===== config.mk =====
export PLATFORM = sky130hd
export DESIGN_NAME = low_power_uart
export DESIGN_NICKNAME = d
export VERILOG_FILES = /design/src/hw/lp_uart_pkg.sv /design/src/hw/low_power_uart.sv
export VERILOG_INCLUDE_DIRS = /design/src /design/src/hw
export SDC_FILE = /design/constraint.sdc
export NUM_CORES = 1
export LEC_CHECK = 0
export BUFFER_PORTS_ARGS = -buffer_cell sky130_fd_sc_hd__clkbuf_2
export CAP_MARGIN = 20
export CORE_ASPECT_RATIO = 1.5
export CORE_MARGIN = 2
export CORE_UTILIZATION = 35
export CTS_CLUSTER_SIZE = 14
export DETAILED_ROUTE_END_ITERATION = 8
export PLACE_DENSITY_LB_ADDON = 0.25
export SLEW_MARGIN = 20
export SYNTH_ARGS = -nofsm -noshare
export SYNTH_HDL_FRONTEND = slang
export SYNTH_SLANG_ARGS = --single-unit

===== constraint.sdc =====
create_clock -name I_CLK -period 5.25 [get_ports I_CLK]
set_input_delay 0.2625 -clock I_CLK [delete_from_list [all_inputs] [get_ports I_CLK]]
set_output_delay 0.2625 -clock I_CLK [all_outputs]
set_load 0.02 [all_outputs]

===== src/hw/lp_uart_map.svh =====
/*
  register offsets, field positions and reset values of the
  low-power serial transceiver; assumes inclusion by bare name
*/
`ifndef LP_UART_MAP_SVH
`define LP_UART_MAP_SVH
`define OFS_CONTROL_ONE 6'h00
`define OFS_CONTROL_TWO 6'h04
`define OFS_INTERRUPT_ENABLE 6'h10
`define OFS_INTERRUPT_FLAG_STATUS 6'h14
`define OFS_RECEIVE_DATA 6'h18
`define OFS_TRANSMIT_DATA 6'h1C
`define OFS_BAUD_DIVISOR 6'h20
`define OFS_BAUD_COMPENSATION 6'h24
`define OFS_RECEIVE_TIMEOUT_VALUE 6'h28
`define OFS_MATCH_CHARACTER 6'h2C
`define OFS_TRANSMIT_DELAY 6'h30
`define RST_FLAG_STATUS 32'h00000004
`define RST_BAUD_DIVISOR 16'hFFFF
`define RST_TIMEOUT_VALUE 16'hFFFF
// control_one fields
`define C1_BLOCK_ON 1
`define C1_WAKEUP_ON 2
`define C1_RECEIVER_ON 3
`define C1_TRANSMITTER_ON 4
`define C1_HALF_DUPLEX 5
`define C1_OVS_LO 6
`define C1_STOP_COUNT 8
`define C1_WIDTH_LO 10
`define C1_PARITY_TYPE 12
`define C1_STICK_PARITY 13
`define C1_PARITY_ON 14
// control_two fields
`define C2_TIMEOUT_ON 3
`define C2_MATCH_ON 4
`define C2_DRIVER_ON 6
`define C2_DRIVER_POL 7
`define C2_LAG_LO 8
`define C2_LEAD_LO 16
// status fields
`define ST_RX_NOT_EMPTY 0
`define ST_TX_COMPLETE 2
`define ST_START_DETECT 4
`define ST_TIMEOUT 6
`define ST_MATCH 7
`define ST_RX_BUSY 12
`define ST_PARITY_ERR 13
`define ST_FRAME_ERR 14
`define ST_OVERRUN 15
`endif


===== src/hw/lp_uart_pkg.sv =====
/*
  types of the low-power serial transceiver; assumes nothing
*/
package lp_uart_pkg;
  typedef enum logic [1:0] {OVS_X16, OVS_X8, OVS_X1, OVS_RSVD} ovs_t;
  typedef enum {TX_IDLE, TX_LEAD, TX_START, TX_DATA, TX_PAR, TX_STOP, TX_LAG} tx_state_t;
  typedef enum {RX_IDLE, RX_START, RX_DATA, RX_PAR, RX_STOP} rx_state_t;
endpackage : lp_uart_pkg


===== src/hw/low_power_uart.sv =====
/*
  low-power asynchronous serial transceiver: register port, transmitter,
  receiver, driver-enable timing, match, timeout and wake request;
  assumes one clock serving both bus and serial kernel, synchronous pins
*/
// Added by the designer: strobed register access.
`timescale 1ns/1ps
`include "lp_uart_map.svh"
module low_power_uart (
  input wire logic I_CLK,
  input wire logic I_RST_N,
  input wire logic [5:0] I_ADDR,
  input wire logic [31:0] I_WDATA,
  input wire logic I_WR,
  input wire logic I_RD,
  output logic [31:0] O_RDATA,
  input wire logic I_SERIAL_IN_PIN,
  input wire logic I_SERIAL_OUT_PIN_IN,
  output logic O_SERIAL_OUT_PIN,
  output logic O_SERIAL_OUT_PIN_OE,
  output logic O_LINE_DRIVER_PIN,
  output logic O_WAKEUP_REQ
);
  import lp_uart_pkg::*;

  logic [31:0] ctl1_ff, ctl2_ff, ien_ff, bcmp_ff, dly_ff;
  logic [15:0] bdiv_ff, tmo_val_ff;
  logic [7:0] match_ff, tdata_ff, rdata_ff;
  logic rxne_ff, txc_ff, sbd_ff, rto_ff, rcd_ff, pe_ff, fe_ff, dor_ff;
  logic tx_pend_ff;

  wire block_on = ctl1_ff[`C1_BLOCK_ON];
  wire half_dup = ctl1_ff[`C1_HALF_DUPLEX];
  wire par_on = ctl1_ff[`C1_PARITY_ON];
  wire par_type = ctl1_ff[`C1_PARITY_TYPE];
  wire stick_on = ctl1_ff[`C1_STICK_PARITY];
  wire two_stop = ctl1_ff[`C1_STOP_COUNT];
  wire [1:0] width_sel = ctl1_ff[`C1_WIDTH_LO +: 2];
  ovs_t ovs;
  assign ovs = ovs_t'(ctl1_ff[`C1_OVS_LO +: 2]);
  wire tx_run = block_on && ctl1_ff[`C1_TRANSMITTER_ON];
  wire rx_run = block_on && ctl1_ff[`C1_RECEIVER_ON];
  wire drv_on = ctl2_ff[`C2_DRIVER_ON];
  wire [4:0] lead_n = ctl2_ff[`C2_LEAD_LO +: 5];
  wire [4:0] lag_n = ctl2_ff[`C2_LAG_LO +: 5];

  // samples per bit
  function automatic logic [4:0] ratio(input ovs_t o);
    unique case (o)
      OVS_X16: ratio = 5'h10;
      OVS_X8: ratio = 5'h08;
      OVS_X1, OVS_RSVD: ratio = 5'h01;
    endcase
  endfunction : ratio

  function automatic logic [2:0] last_bit(input logic [1:0] w);
    last_bit = 3'(3'h4 + {1'b0, w});
  endfunction : last_bit

  // parity bit over the active data bits
  function automatic logic par_bit(input logic [7:0] d, input logic [1:0] w,
                                   input logic t, input logic s);
    logic [7:0] m;
    m = 8'hFF >> (2'h3 - w);
    if (s) par_bit = t;
    else par_bit = ^(d & m) ^ ~t;
  endfunction : par_bit

  // register writes
  wire wr_c1 = I_WR && I_ADDR == `OFS_CONTROL_ONE;
  wire wr_fs = I_WR && I_ADDR == `OFS_INTERRUPT_FLAG_STATUS;
  wire wr_td = I_WR && I_ADDR == `OFS_TRANSMIT_DATA;
  wire rd_rd = I_RD && I_ADDR == `OFS_RECEIVE_DATA;
  always_ff @(posedge I_CLK or negedge I_RST_N) begin
    if (!I_RST_N) begin
      ctl1_ff <= 32'h00000000;
      ctl2_ff <= 32'h00000000;
      ien_ff <= 32'h00000000;
      bdiv_ff <= `RST_BAUD_DIVISOR;
      bcmp_ff <= 32'h00000000;
      tmo_val_ff <= `RST_TIMEOUT_VALUE;
      match_ff <= 8'h00;
      dly_ff <= 32'h00000000;
      tdata_ff <= 8'h00;
    end else if (I_WR) begin
      unique case (I_ADDR)
        `OFS_CONTROL_ONE: ctl1_ff <= I_WDATA & 32'h00007DFE;
        `OFS_CONTROL_TWO: ctl2_ff <= I_WDATA & 32'h001F1FD8;
        `OFS_INTERRUPT_ENABLE: ien_ff <= I_WDATA & 32'h000000D5;
        `OFS_BAUD_DIVISOR: bdiv_ff <= I_WDATA[15:0];
        `OFS_BAUD_COMPENSATION: bcmp_ff <= I_WDATA & 32'h000081FF;
        `OFS_RECEIVE_TIMEOUT_VALUE: tmo_val_ff <= I_WDATA[15:0];
        `OFS_MATCH_CHARACTER: match_ff <= I_WDATA[7:0];
        `OFS_TRANSMIT_DELAY: dly_ff <= I_WDATA;
        `OFS_TRANSMIT_DATA: tdata_ff <= I_WDATA[7:0];
        default: ;
      endcase
    end
  end

  // transmitter
  tx_state_t tx_st_ff;
  logic [4:0] tx_sub_ff, tx_dly_ff;
  logic [2:0] tx_idx_ff;
  logic tx_stop2_ff, tx_line_ff, de_act_ff;
  logic [7:0] tx_sh_ff;
  logic tx_done;
  // transmit bit clock, held in phase until the start bit
  logic [15:0] tx_pre_ff;
  wire tx_tick = (tx_pre_ff == bdiv_ff);
  always_ff @(posedge I_CLK or negedge I_RST_N) begin
    if (!I_RST_N) tx_pre_ff <= 16'h0000;
    else if (!tx_run || tx_tick || tx_st_ff == TX_LEAD) tx_pre_ff <= 16'h0000;
    else tx_pre_ff <= 16'(tx_pre_ff + 16'h0001);
  end
  wire tx_bit_end = tx_tick && (tx_sub_ff == 5'(ratio(ovs) - 5'h01));
  assign tx_done = (tx_st_ff == TX_STOP) && tx_bit_end && (tx_stop2_ff || !two_stop);
  always_ff @(posedge I_CLK or negedge I_RST_N) begin
    if (!I_RST_N) tx_pend_ff <= 1'b0;
    else if (!block_on) tx_pend_ff <= 1'b0;
    else if (wr_td) tx_pend_ff <= 1'b1;
    else if (tx_st_ff == TX_IDLE && tx_run) tx_pend_ff <= 1'b0;
  end
  always_ff @(posedge I_CLK or negedge I_RST_N) begin
    if (!I_RST_N) begin
      tx_st_ff <= TX_IDLE;
      tx_sub_ff <= 5'h00;
      tx_dly_ff <= 5'h00;
      tx_idx_ff <= 3'h0;
      tx_stop2_ff <= 1'b0;
      tx_sh_ff <= 8'h00;
      tx_line_ff <= 1'b1;
      de_act_ff <= 1'b0;
    end else if (!tx_run) begin
      tx_st_ff <= TX_IDLE;
      tx_line_ff <= 1'b1;
      de_act_ff <= 1'b0;
      tx_sub_ff <= 5'h00;
    end else begin
      if (tx_tick && tx_st_ff inside {TX_START, TX_DATA, TX_PAR, TX_STOP})
        tx_sub_ff <= tx_bit_end ? 5'h00 : 5'(tx_sub_ff + 5'h01);
      unique case (tx_st_ff)
        TX_IDLE: if (tx_pend_ff) begin
          tx_sh_ff <= tdata_ff;
          tx_dly_ff <= lead_n;
          de_act_ff <= drv_on;
          tx_st_ff <= TX_LEAD;
        end
        TX_LEAD: if (tx_dly_ff == 5'h00) begin
          tx_st_ff <= TX_START;
          tx_line_ff <= 1'b0;
          tx_sub_ff <= 5'h00;
        end else tx_dly_ff <= 5'(tx_dly_ff - 5'h01);
        TX_START: if (tx_bit_end) begin
          tx_st_ff <= TX_DATA;
          tx_idx_ff <= 3'h0;
          tx_line_ff <= tx_sh_ff[0];
        end
        TX_DATA: if (tx_bit_end) begin
          if (tx_idx_ff == last_bit(width_sel)) begin
            tx_st_ff <= par_on ? TX_PAR : TX_STOP;
            tx_line_ff <= par_on ? par_bit(tx_sh_ff, width_sel, par_type, stick_on) : 1'b1;
            tx_stop2_ff <= 1'b0;
          end else begin
            tx_idx_ff <= 3'(tx_idx_ff + 3'h1);
            tx_line_ff <= tx_sh_ff[3'(tx_idx_ff + 3'h1)];
          end
        end
        TX_PAR: if (tx_bit_end) begin
          tx_st_ff <= TX_STOP;
          tx_line_ff <= 1'b1;
          tx_stop2_ff <= 1'b0;
        end
        TX_STOP: if (tx_bit_end) begin
          if (tx_done) begin
            tx_st_ff <= TX_LAG;
            tx_dly_ff <= lag_n;
          end else tx_stop2_ff <= 1'b1;
        end
        TX_LAG: if (tx_dly_ff == 5'h00) begin
          tx_st_ff <= TX_IDLE;
          de_act_ff <= 1'b0;
        end else tx_dly_ff <= 5'(tx_dly_ff - 5'h01);
      endcase
    end
  end
  wire tx_busy = tx_st_ff inside {TX_START, TX_DATA, TX_PAR, TX_STOP};

  always_ff @(posedge I_CLK or negedge I_RST_N) begin
    if (!I_RST_N) begin
      O_SERIAL_OUT_PIN <= 1'b1;
      O_SERIAL_OUT_PIN_OE <= 1'b0;
      O_LINE_DRIVER_PIN <= 1'b0;
    end else begin
      O_SERIAL_OUT_PIN <= half_dup ? 1'b0 : tx_line_ff;
      // open drain in half duplex, released when idle
      O_SERIAL_OUT_PIN_OE <= half_dup ? (tx_busy && !tx_line_ff) : 1'b1;
      O_LINE_DRIVER_PIN <= (drv_on && de_act_ff) ^ ctl2_ff[`C2_DRIVER_POL];
    end
  end

  // receiver
  wire rx_line = half_dup ? (I_SERIAL_OUT_PIN_IN & tx_line_ff) : I_SERIAL_IN_PIN;
  rx_state_t rx_st_ff;
  logic [4:0] rx_sub_ff;
  logic [2:0] rx_idx_ff;
  logic [7:0] rx_sh_ff;
  logic rx_par_ff, rx_prev_ff, rx_stop_ff;
  // receive bit clock, re-phased to mid-bit at each start edge
  logic [15:0] pre_ff;
  wire tick = (pre_ff == bdiv_ff);
  wire [4:0] mid = ratio(ovs) >> 1;
  wire rx_samp = tick && rx_sub_ff == mid;
  wire rx_end = tick && rx_sub_ff == 5'(ratio(ovs) - 5'h01);
  wire start_edge = rx_run && rx_st_ff == RX_IDLE && rx_prev_ff && !rx_line;
  wire rx_load = rx_st_ff == RX_STOP && rx_samp;
  always_ff @(posedge I_CLK or negedge I_RST_N) begin
    if (!I_RST_N) pre_ff <= 16'h0000;
    else if (!block_on) pre_ff <= 16'h0000;
    else if (start_edge) pre_ff <= 16'(bdiv_ff - (bdiv_ff >> 1));
    else if (tick) pre_ff <= 16'h0000;
    else pre_ff <= 16'(pre_ff + 16'h0001);
  end
  always_ff @(posedge I_CLK or negedge I_RST_N) begin
    if (!I_RST_N) begin
      rx_st_ff <= RX_IDLE;
      rx_sub_ff <= 5'h00;
      rx_idx_ff <= 3'h0;
      rx_sh_ff <= 8'h00;
      rx_par_ff <= 1'b0;
      rx_prev_ff <= 1'b1;
      rx_stop_ff <= 1'b1;
    end else if (!rx_run) begin
      rx_st_ff <= RX_IDLE;
      rx_prev_ff <= 1'b1;
    end else begin
      rx_prev_ff <= rx_line;
      if (tick && rx_st_ff != RX_IDLE)
        rx_sub_ff <= rx_end ? 5'h00 : 5'(rx_sub_ff + 5'h01);
      unique case (rx_st_ff)
        RX_IDLE: if (start_edge) begin
          rx_st_ff <= RX_START;
          rx_sub_ff <= 5'h00;
        end
        RX_START: if (rx_samp && rx_line) rx_st_ff <= RX_IDLE;
          else if (rx_end) begin
            rx_st_ff <= RX_DATA;
            rx_idx_ff <= 3'h0;
            rx_sh_ff <= 8'h00;
          end
        RX_DATA: begin
          if (rx_samp) rx_sh_ff[rx_idx_ff] <= rx_line;
          if (rx_end) begin
            if (rx_idx_ff == last_bit(width_sel)) rx_st_ff <= par_on ? RX_PAR : RX_STOP;
            else rx_idx_ff <= 3'(rx_idx_ff + 3'h1);
          end
        end
        RX_PAR: begin
          if (rx_samp) rx_par_ff <= rx_line;
          if (rx_end) rx_st_ff <= RX_STOP;
        end
        RX_STOP: if (rx_samp) begin
          rx_stop_ff <= rx_line;
          rx_st_ff <= RX_IDLE;
        end
      endcase
    end
  end
  wire perr = par_on && (rx_par_ff != par_bit(rx_sh_ff, width_sel, par_type, stick_on));
  wire ferr = !rx_line;

  // timeout counter, one step per bit
  logic [15:0] tmo_ff;
  logic tmo_run_ff;
  logic [4:0] bt_ff;
  always_ff @(posedge I_CLK or negedge I_RST_N) begin
    if (!I_RST_N) bt_ff <= 5'h00;
    else if (tick) bt_ff <= (bt_ff == 5'(ratio(ovs) - 5'h01)) ? 5'h00 : 5'(bt_ff + 5'h01);
  end
  wire tmo_step = tick && bt_ff == 5'h00;
  wire tmo_under = tmo_run_ff && tmo_step && tmo_ff == 16'h0000;
  always_ff @(posedge I_CLK or negedge I_RST_N) begin
    if (!I_RST_N) begin
      tmo_ff <= 16'h0000;
      tmo_run_ff <= 1'b0;
    end else if (!rx_run || !ctl2_ff[`C2_TIMEOUT_ON]) tmo_run_ff <= 1'b0;
    else if (start_edge) begin
      tmo_ff <= tmo_val_ff;
      tmo_run_ff <= 1'b1;
    end else if (tmo_under) tmo_run_ff <= 1'b0;
    else if (tmo_run_ff && tmo_step) tmo_ff <= 16'(tmo_ff - 16'h0001);
  end

  // status flags: set wins over software clear
  wire [31:0] clr = wr_fs ? I_WDATA : 32'h00000000;
  wire good = rx_load && !perr && !ferr;
  always_ff @(posedge I_CLK or negedge I_RST_N) begin
    if (!I_RST_N) begin
      rxne_ff <= 1'b0;
      txc_ff <= 1'(`RST_FLAG_STATUS >> `ST_TX_COMPLETE);
      sbd_ff <= 1'b0;
      rto_ff <= 1'b0;
      rcd_ff <= 1'b0;
      pe_ff <= 1'b0;
      fe_ff <= 1'b0;
      dor_ff <= 1'b0;
      rdata_ff <= 8'h00;
    end else if (!block_on) begin
      rxne_ff <= 1'b0;
      txc_ff <= 1'b1;
      {sbd_ff, rto_ff, rcd_ff, pe_ff, fe_ff, dor_ff} <= 6'h00;
    end else begin
      if (rx_load && !rxne_ff && !dor_ff) begin
        rdata_ff <= rx_sh_ff;
        rxne_ff <= 1'b1;
      end else if (rd_rd || clr[`ST_RX_NOT_EMPTY]) rxne_ff <= 1'b0;
      if (rx_load && rxne_ff) dor_ff <= 1'b1;
      else if (clr[`ST_OVERRUN]) dor_ff <= 1'b0;
      if (rx_load) pe_ff <= perr;
      else if (clr[`ST_PARITY_ERR]) pe_ff <= 1'b0;
      if (rx_load) fe_ff <= ferr;
      else if (clr[`ST_FRAME_ERR]) fe_ff <= 1'b0;
      if (good && ctl2_ff[`C2_MATCH_ON] && rx_sh_ff == match_ff) rcd_ff <= 1'b1;
      else if (clr[`ST_MATCH]) rcd_ff <= 1'b0;
      if (tmo_under) rto_ff <= 1'b1;
      else if (clr[`ST_TIMEOUT]) rto_ff <= 1'b0;
      if (start_edge && ctl1_ff[`C1_WAKEUP_ON]) sbd_ff <= 1'b1;
      else if (clr[`ST_START_DETECT]) sbd_ff <= 1'b0;
      if (tx_done) txc_ff <= 1'b1;
      else if (clr[`ST_TX_COMPLETE] || wr_td) txc_ff <= 1'b0;
    end
  end

  always_ff @(posedge I_CLK or negedge I_RST_N) begin
    if (!I_RST_N) O_WAKEUP_REQ <= 1'b0;
    else O_WAKEUP_REQ <= ctl1_ff[`C1_WAKEUP_ON] && block_on &&
      ((sbd_ff && ien_ff[`ST_START_DETECT]) || (rxne_ff && ien_ff[`ST_RX_NOT_EMPTY]) ||
       (rcd_ff && ien_ff[`ST_MATCH]));
  end

  // read port, data one cycle after strobe
  logic [31:0] status;
  always_comb begin
    status = 32'h00000000;
    status[`ST_RX_NOT_EMPTY] = rxne_ff;
    status[`ST_TX_COMPLETE] = txc_ff;
    status[`ST_START_DETECT] = sbd_ff;
    status[`ST_TIMEOUT] = rto_ff;
    status[`ST_MATCH] = rcd_ff;
    status[`ST_RX_BUSY] = rx_st_ff != RX_IDLE;
    status[`ST_PARITY_ERR] = pe_ff;
    status[`ST_FRAME_ERR] = fe_ff;
    status[`ST_OVERRUN] = dor_ff;
  end
  always_ff @(posedge I_CLK or negedge I_RST_N) begin
    if (!I_RST_N) O_RDATA <= 32'h00000000;
    else if (I_RD) begin
      unique case (I_ADDR)
        `OFS_CONTROL_ONE: O_RDATA <= ctl1_ff;
        `OFS_CONTROL_TWO: O_RDATA <= ctl2_ff;
        `OFS_INTERRUPT_ENABLE: O_RDATA <= ien_ff;
        `OFS_INTERRUPT_FLAG_STATUS: O_RDATA <= status;
        `OFS_RECEIVE_DATA: O_RDATA <= {24'h000000, rdata_ff};
        `OFS_TRANSMIT_DATA: O_RDATA <= {24'h000000, tdata_ff};
        `OFS_BAUD_DIVISOR: O_RDATA <= {16'h0000, bdiv_ff};
        `OFS_BAUD_COMPENSATION: O_RDATA <= bcmp_ff;
        `OFS_RECEIVE_TIMEOUT_VALUE: O_RDATA <= {16'h0000, tmo_val_ff};
        `OFS_MATCH_CHARACTER: O_RDATA <= {24'h000000, match_ff};
        `OFS_TRANSMIT_DELAY: O_RDATA <= dly_ff;
        default: O_RDATA <= 32'h00000000;
      endcase
    end else O_RDATA <= 32'h00000000;
  end
endmodule : low_power_uart


==> reports/results.tsv, run 1 <==
metric	value	unit
period_needed	3413	ps
p_leak	7.314	nW
period_share	65.00	%
hold_class	in -> reg	
grt_pass1_wl	67880	um
routedWlPerCell	21.49	um
ant_nets	0	
fmax	293.0	MHz
cts_made_buffers	28	
drt_iter0_drc	758	
layout.cells.most_common	dfrtp_1	
grt_pass1_vias	11370	
grt_max_degree	149	
drt_drc_violations_left	0	
setup_viol	0	
finalSetupTns	0	ps
cp_top_family	simple AND/OR/NAND/NOR gates	
worst_pin_slew	1007	ps
antenna_found_initial	0	
die-width	171.7	um
htreeDepth	1	
drv_cap	0	
grt_usage	20.18	%
crit_type	reg -> reg	
gp_congestion	0.8979	
critPathSlowestCell	nor4b_1	
status	finished, final reports clean	
worst_ep_required_time	5650	ps
slew_violations	0	
io_buffers	79	
synthCells	1400	
avgSynthCellArea	10.54	um2
ys_ff_latch	277	
antenna_cells	0	
crit_arrival	3810	ps
ys_seq_area_share	47.27	%
start_util	35.32	%
fp.coreArea	41790	um2
final_cell_mix	dfrtp_1, mux2_2, nor2_1	
yosys_warnings	0	
firstDrtPassIters	5	
synthFlopType	dfrtp_1	
cts_root_buffer	clkbuf_16	
max_slew_margin	32.72	%
clkTransAtPathRegs	70	ps
drive_gt1_share	23.43	%
crit_buf_inv	0	
num_rows	92	
startpoint_type	flop	
die_h	255.5	um
critPathMaxStageDelay	800	ps
vias_per_cell	5.501	
synth_nets	1471	
finalHoldViolCount	0	
cp_max_fo	23	
ios	80	
dp_hpwl	32310	um
wl	44220	um
power.density	326.3	nW/um2
placed_area	15720	um2
layout-area-overhead-vs-synth	14.32	%
synth_edf_count	0	
fin_area	16870	um2
insertion_delay	560	ps
max-vdd-ir-drop	0.0002562	V
worstSetupEndpointType	flop	
rsz0062_at_grt	false	
grt_remaining_overflow	0	
clockBufferDepth	3	
path_cells	xor2_1 -> nor4_1 -> nand4_2 -> nor4b_1 -> o21ai_1 -> nand2_1 -> o21ai_0	
nNetsFinal	1543	
netlist-cell-type-count	81	
final.setup_skew	7.552	ps
async_reset_ff_share	100.0	%
syn_area	14760	um2
dieArea	43870	um2
via_count	11321	
cts_sinks	277	
cts_tree	done	
-- stage by stage --
stage          util (%)  instances  setup WS, ps  power, mW  hold slack (ps)
6_report          40.38       2058          1837      5.507            39.11
5_1_grt           40.38       2058          1557      5.748            40.09
3_5_place_dp      37.61       1989          1894      3.381            212.0
2_1_floorplan         -       1400          2537      3.059           -33.09
4_1_cts           40.37       2058          1878      5.554            14.06
3_3_place_gp      37.60       1989          1935      3.364            208.3
-- synth_stat cells, types with 5 or more instances --
library cell | number | share of area [%]
nand3b_1 | 8 | 0.41
and3_1 | 13 | 0.55
nand4_1 | 14 | 0.59
nand2_1 | 80 | 2.0
nand2b_1 | 9 | 0.38
a31oi_1 | 17 | 0.72
o22ai_1 | 16 | 0.68
clkbuf_1 | 48 | 1.2
a211oi_1 | 7 | 0.36
mux2_4 | 8 | 0.81
o21ai_0 | 60 | 2.0
mux2_2 | 136 | 10
a22oi_1 | 27 | 1.4
nor4b_1 | 5 | 0.30
nor2_1 | 98 | 2.5
o31ai_1 | 8 | 0.41
o22a_1 | 5 | 0.30
ha_1 | 26 | 2.2
or2_2 | 7 | 0.30
a222oi_1 | 12 | 0.81
buf_1 | 10 | 0.25
dfrtp_1 | 241 | 41
inv_1 | 54 | 1.4
nor4_1 | 16 | 0.68
or3_1 | 12 | 0.51
and2_1 | 24 | 1.0
nor3_1 | 38 | 1.3
o211ai_1 | 5 | 0.25
xnor2_1 | 48 | 2.8
dfstp_2 | 36 | 6.4
o2bb2ai_1 | 8 | 0.47
nand3_1 | 42 | 1.4
a21oi_1 | 61 | 2.1
a22o_1 | 14 | 0.83
a21o_1 | 8 | 0.41
xor2_1 | 57 | 3.4
nor2b_1 | 17 | 0.72
a221oi_1 | 14 | 0.83
mux2i_1 | 10 | 0.68
a21boi_0 | 6 | 0.31
buf_2 | 6 | 0.20
o21a_1 | 6 | 0.31
-- worst reg2reg max path: cells and delay by family (launching register included) --
| kind | cells | cell delay [ps] |
|---|---|---|
| flops | 1 | 620 |
| compound gates | 2 | 540 |
| simple gates | 4 | 1980 |
| xor+xnor | 1 | 100 |
-- report_power, final --
group / leakage (nW) / internal, mW / switching, mW / total [mW]
Combinational: 3.22 / 0.369 / 0.471 / 0.840
Clock: 0.483 / 1.25 / 0.895 / 2.15
Sequential: 3.61 / 2.32 / 0.204 / 2.52
-- sequential cells by signal, summed over array words and instances, names as in the netlist, 13 cells and up --
name,flops
dly_ff,32
bdiv_ff,16
ctl1_ff,13
tmo_ff,16
tx_pre_ff,16
ctl2_ff,14
O_RDATA,32
pre_ff,16
tmo_val_ff,16
-- per-layer routing --
metal / GRT usage (%) / vias up / wire (um)
met5: 0 / - / 0
met4: 9.322 / 0 / 2146
met3: 1.840 / 93 / 1571
met2: 35.98 / 321 / 22910
met1: 24.23 / 5672 / 17590
li1: - / 5235 / -
-- kinds of logic after synthesis --
logic type               count (synthesis)  share of synthesized area (%)
XOR/XNOR                               106                          6.383
buffers and inverters                  123                          3.348
AO/OA/AOI/OAI                          303                          13.93
adder cells (fa/ha/maj)                 27                          2.340
flip-flops                             277                          47.27
AND/OR/NAND/NOR                        408                          14.56
multiplexers                           156                          12.17
-- final timing paths --
kind / startpoint / depth (start not counted) / slack [ps] / endpoint
max: bdiv_ff[6] / 7 / 1840 / tmo_ff[1]
min: I_WDATA[8] / 2 / 40 / dly_ff[8]
max reg2reg: bdiv_ff[6] / 7 / 1840 / tmo_ff[1]
min reg2reg: dly_ff[24] / 1 / 470 / O_RDATA[24]
max in group asynchronous: I_RST_N / 3 / 3860 / O_RDATA[21]
min in group asynchronous: I_RST_N / 2 / 190 / pre_ff[7]
-- area by class of cell --
type / instances / area [um2]
clock buffer: 35 / 777.0
inverter: 54 / 202.7
tap: 564 / 705.7
multi-input combinational: 1000 / 7300
sequential: 277 / 6977
fill: 4031 / 24910
timing repair buffer: 111 / 704.4
clock inverter: 17 / 207.7
-- repair_timing --
action / 4_1_cts / 5_1_grt
setup buffers: 0 / 0
gates resized for setup: 0 / 0
endpoints found under the hold margin: 70 / 0
hold buffers: 17 / 0
Note: power is estimated with default switching activity, not from simulation.
==> run 2: changes to the inputs <==
--- a/config.mk
+++ b/config.mk
@@ -6,6 +6,7 @@
 export SDC_FILE = /design/constraint.sdc
 export NUM_CORES = 1
 export LEC_CHECK = 0
+export ABC_AREA = 1
 export BUFFER_PORTS_ARGS = -buffer_cell sky130_fd_sc_hd__clkbuf_2
 export CAP_MARGIN = 20
 export CORE_ASPECT_RATIO = 1.5
==> constraint.sdc (replaced) <==
create_clock -name I_CLK -period 3.3 [get_ports I_CLK]
set_input_delay 0.165 -clock I_CLK [delete_from_list [all_inputs] [get_ports I_CLK]]
set_output_delay 0.165 -clock I_CLK [all_outputs]
set_load 0.02 [all_outputs]
==> run 2 against run 1 <==
Against the previous run: non-clock buffer count increased by 6; final area increased by 2.5%; routed wire length increased by 15%; utilization increased by 0.12 points; largest cell class is now flip-flops and latches; worst setup slack got worse by 1300 ps; combinational power increased by 75%; highest routed layer is now met5; sequential cell count unchanged; synthesized cell count increased by 36%.
==> reports/results.tsv, run 2 <==
metric	value	unit
synth_edf_count	0	
grt_pass1_wl	78250	um
cp_top_family	simple AND/OR/NAND/NOR gates	
post_cts_buffers	0	
grt_usage	22.46	%
cp_max_fo	24	
hold_class	in -> reg	
yosys_warnings	0	
synth_top_area_cell	dfrtp_1	
crit_buf_inv	4	
clkTransAtPathRegs	70	ps
stdcell_count	2592	
layout.cells.most_common	nand2_1	
final.setup.worst_slack	521.7	ps
max-vdd-ir-drop	0.0004346	V
finalSetupTns	0	ps
ios	80	
routedWlPerCell	19.56	um
start_util	35.24	%
io_buffers	79	
synthFlopType	dfrtp_1	
ctsResizeCount	0	
insertion_delay	590	ps
synthTopCellsByArea	dfrtp_1, nand2_1, o21ai_0	
synth_common_cells	nand2_1, dfrtp_1, o21ai_0	
drv_cap	0	
rsz0062_at_grt	false	
ff2ff_path_depth	14	
synthMuxAreaShare	0.8979	%
ys_ff_latch	277	
reg.largest.list	O_RDATA: 32 flops, dly_ff: 32 flops	
final.setup_skew	14.59	ps
synthCells	1906	
netlist-cell-type-count	60	
place_ws	522.3	ps
startpoint_type	flop	
synth_fa_ha_area_share	2.295	%
worst_pin_slew	1039	ps
layout-area-overhead-vs-synth	14.92	%
die-width	173.3	um
yosys.area.top_type_share	40.07	%
slew_violations	0	
critPathSlowestCell	dfstp_2	
synth_compound_area_share	15.76	%
crit_arrival	3260	ps
r2r_setup_slack	520	ps
drt_iter0_drc	1191	
path_cells	inv_2 -> nand2_1 -> nand2_1 -> a21oi_1 -> nand2_1 -> nor2_2 -> nand2_4 -> clkinv_2 -> nand4_1 -> nand2_2 -> buf_4 -> nand2_1 -> o21ai_1 -> inv_1	
drt_drc_violations_left	0	
synth_top_family_by_area	simple AND/OR/NAND/NOR gates	
fp.coreArea	42700	um2
avgSynthCellArea	7.896	um2
fmax	359.9	MHz
max_slew_margin	30.68	%
cpMostUsedCell	nand2_1	
die_h	258.0	um
fin_area	17300	um2
period_share	84.19	%
firstDrtPassIters	6	
grt_max_degree	96	
cts_tree	done	
drive_gt1_share	12.32	%
power.density	521.3	nW/um2
synthMostInstantiatedCell	nand2_1	
via_count	13604	
dp_cells	2519	
async_reset_ff_share	100.0	%
period_needed	2778	ps
wl	50690	um
fillers	4376	
gp_congestion	0.9888	
nNetsFinal	2069	
setup_viol	0	
syn_area	15050	um2
p_leak	8.173	nW
min_path_cells	3	
dieArea	44710	um2
synth_nets	1977	
multi_input_area	6974	um2
ys_seq_area_share	46.36	%
hold_slack	22.22	ps
grt_pass1_vias	13417	
utilization	40.50	%
antenna_found_initial	2	
crit_type	reg -> reg	
seq_area	6977	um2
grt_remaining_overflow	0	
worst_ep_required_time	3780	ps
clockBufferDepth	3	
power	9.016	mW
worstSetupEndpointType	flop	
cts_sinks	277	
worst-path-stages	14	
yosys.area_share.simple	23.94	%
htreeDepth	1	
vias_per_cell	5.248	
ant_nets	0	
finalHoldViolCount	0	
status	finished, final reports clean	
cts_made_buffers	29	
cts_root_buffer	clkbuf_16	
num_rows	93	
final_cell_mix	nand2_1, dfrtp_1, o21ai_0	
critPathMaxStageDelay	640	ps
dp_hpwl	37910	um
synth_xor_xnor_area_share	3.434	%
placed_area	16090	um2
## run 2: changes by cell type after synthesis, moves of 26 or more
cell     delta
nand3_1    +46
nor2_1     +51
nand2_1   +396
o21ai_0   +146
nand4_1    +26
xnor2_1    -37
mux2_2    -124
inv_1     +151
## run 2: power by group
group / switching [mW] / leakage (nW) / internal (mW)
Clock: 1.48 / 0.502 / 2.06
Combinational: 0.977 / 4.08 / 0.495
Sequential: 0.296 / 3.59 / 3.70
Total: 2.76 / 8.17 / 6.26
## run 2: metal layers
| layer | wire, um | GRT usage (%) | part of all wire, % |
|---|---|---|---|
| met5 | 10 | 0 | 0.020 |
| met4 | 2889 | 12.22 | 5.7 |
| met2 | 25670 | 40.02 | 51 |
| met1 | 19660 | 26.39 | 39 |
| met3 | 2465 | 2.518 | 4.9 |
## run 2: kinds of logic (layout without fill, tap and decap cells)
| logic type | after synthesis | after routing |
|---|---|---|
| other | 0 | 1 |
| DFF | 277 | 277 |
| xor gates and xnor gates | 59 | 59 |
| AOI/OAI and AO/OA | 414 | 414 |
| adders and majority gates | 27 | 27 |
| muxes | 12 | 12 |
| and+or+nand+nor | 835 | 835 |
| buffers and inverters | 282 | 397 |
## run 2: path summary, 6_finish.rpt
check	startpoint	end
worst max-delay path	bdiv_ff[1]	tmo_ff[5]
worst min-delay path	I_WDATA[12]	ctl1_ff[12]
worst max register to register	bdiv_ff[1]	tmo_ff[5]
worst min register to register	tx_line_ff	O_SERIAL_OUT_PIN
max in group asynchronous	I_RST_N	tmo_ff[6]
min in group asynchronous	I_RST_N	rx_idx_ff[2]
## run 2: layout make-up
type / count / share of cell area, %
clock inverters: 13 / 1.143
diodes: 1 / 0.01447
well taps: 570 / 4.124
multi-input cells: 1347 / 40.32
flip-flops and latches: 277 / 40.34
clock buffers: 41 / 4.746
inverters: 226 / 4.912
repair buffers: 117 / 4.398
## run 2: tightest hold or removal path, delay by kind of cell
kind	cells	cell delay, ps
buf+inv	2	210
compound gates	1	190
## run 2: timing repair
item	CTS	global route
setup endpoints to repair	0	0
hold buffers	18	0
endpoints found under the hold margin	76	0
==> run 3: changes to the inputs <==
==> constraint.sdc (replaced) <==
create_clock -name I_CLK -period 2.6 [get_ports I_CLK]
set_input_delay 0.13 -clock I_CLK [delete_from_list [all_inputs] [get_ports I_CLK]]
set_output_delay 0.13 -clock I_CLK [all_outputs]
set_load 0.02 [all_outputs]
==> run 3 against run 2 <==
Against the previous run: die area unchanged; sequential share of layout area down 0.77 points; sequential power up 26%; critical path type unchanged; largest cell class unchanged; clock power up 28%; register-to-register slack worse by 400 ps.
==> reports/results.tsv, run 3 (synthesis results as in run 2) <==
metric	value	unit
status	finished, final reports clean	
hold_start	I_WDATA[10]	
max-vdd-ir-drop	0.0004734	V
die_h	258.0	um
cp_top_family	flip-flops	
vias_per_cell	5.218	
start_util	35.24	%
power.density	653.6	nW/um2
clkTransAtPathRegs	60	ps
worstSetupEndpointType	flop	
final_cell_mix	nand2_1, dfrtp_1, inv_1, o21ai_0, nor2_1	
period_share	95.49	%
cts_sinks	277	
ant_nets	0	
clockBufferDepth	3	
fp.coreArea	42700	um2
firstDrtPassIters	5	
dp_hpwl	37990	um
stdcell_count	2631	
place_ws	101.4	ps
io_buffers	79	
startpoint_type	flop	
worst_ep_required_time	3080	ps
routedWlPerCell	19.06	um
ff2ff_path_depth	10	
post_cts_buffers	0	
fmax	402.8	MHz
gp_congestion	0.9548	
cts_tree	done	
p_leak	8.351	nW
min_path_cells	3	
drt_iter0_drc	928	
crit_arrival	2960	ps
hold_class	in -> reg	
final.setup_skew	21.80	ps
final.setup.worst_slack	117.4	ps
fin_area	17630	um2
dp_cells	2545	
slew_violations	0	
grt_max_degree	80	
cts_root_buffer	clkbuf_16	
nNetsFinal	2106	
path_cells	ha_1 -> inv_1 -> fa_1 -> nand3_1 -> o211ai_1 -> inv_1 -> o21ai_1 -> or2_2 -> a21oi_1 -> nor2_1	
cp_max_fo	7	
layout-area-overhead-vs-synth	17.16	%
period_needed	2483	ps
crit_type	reg -> reg	
critPathSlowestCell	dfstp_2	
ios	80	
worst_pin_slew	827.6	ps
min_to	dly_ff[10]	
layout.cells.most_common	nand2_1	
grt_pass1_vias	13668	
grt_remaining_overflow	0	
rsz0062_at_grt	false	
grt_usage	22.44	%
cts_made_buffers	31	
drt_drc_violations_left	0	
grt_pass1_wl	78510	um
antenna_found_initial	2	
via_count	13728	
crit_buf_inv	2	
max_slew_margin	44.69	%
finalSetupTns	0	ps
critPathMaxStageDelay	640	ps
cpMostUsedCell	inv_1	
num_rows	93	
startpoint	bdiv_ff[1]	
power	11.52	mW
dieArea	44710	um2
r2r_setup_slack	120	ps
setup_viol	0	
reg.largest.list	O_RDATA: 32 flops, dly_ff: 32 flops	
drv_cap	0	
die-width	173.3	um
htreeDepth	1	
r2r_start	bdiv_ff[1]	
r2r-end	pre_ff[6]	
insertion_delay	600	ps
placed_area	16310	um2
finalHoldViolCount	0	
wl	50150	um
drive_gt1_share	13.54	%
## run 3: changes by cell type in the layout (fill, tap and decap cells not counted), sizes merged
cell / before / now
inv: 222 / 223
clkinvlp: 0 / 4
bufinv: 4 / 3
buf: 21 / 47
dlygate4sd3: 18 / 27
## run 3: worst max-delay path by stage
stage	slack, ps	end	cells past startpoint
floorplan	490	pre_ff[6]	10
global placement	150	pre_ff[6]	10
detailed placement	100	pre_ff[6]	10
CTS	80	pre_ff[6]	10
global route	40	rx_idx_ff[1]	13
finish	120	pre_ff[6]	10
## run 3: power by group
part	switching [mW]	leakage (nW)	internal (mW)
Combinational	1.25	4.25	0.672
Sequential	0.357	3.59	4.70
Clock	1.93	0.505	2.62
## run 3: cell type report
| type | instances | area (um2) |
|---|---|---|
| tap | 570 | 713.2 |
| fill | 4375 | 25070 |
| sequential | 277 | 6977 |
| clock buffer | 41 | 853.3 |
| multi-input combinational | 1347 | 6974 |
| timing repair buffer | 152 | 1071 |
| inverter | 226 | 849.6 |
| clock inverter | 17 | 191.4 |
| antenna | 1 | 2.502 |
## run 3: worst register-to-register path: cells and delay by family (launching register included)
family                     cells  cell delay, ps
AOI/OAI and AO/OA              3             460
adders and majority gates      2             610
DFF                            1             640
buffers and inverters          2             210
and+or+nand+nor                3             460
## run 3: through the flow
stage	utilization, %	hold WS [ps]
floorplan	-	-165.6
global placement	38.20	182.7
global route	41.29	35.89
detailed placement	38.20	158.4
finish	41.29	10.55
CTS	41.28	5.462
## run 3: repair_timing
item | 4_1_cts | 5_1_grt
endpoints found under the setup margin | 0 | 2
hold buffers | 27 | 0
gates resized for setup | 0 | 1
endpoints found under the hold margin | 139 | 0
## run 3: routing by layer
metal / vias to the layer above / part of all wire, % / GRT usage [%]
met4: 2 / 5.9 / 12.31
met5: - / 0.026 / 0
li1: 6588 / - / -
met2: 431 / 50 / 39.77
met3: 144 / 4.7 / 2.326
met1: 6563 / 40 / 26.65
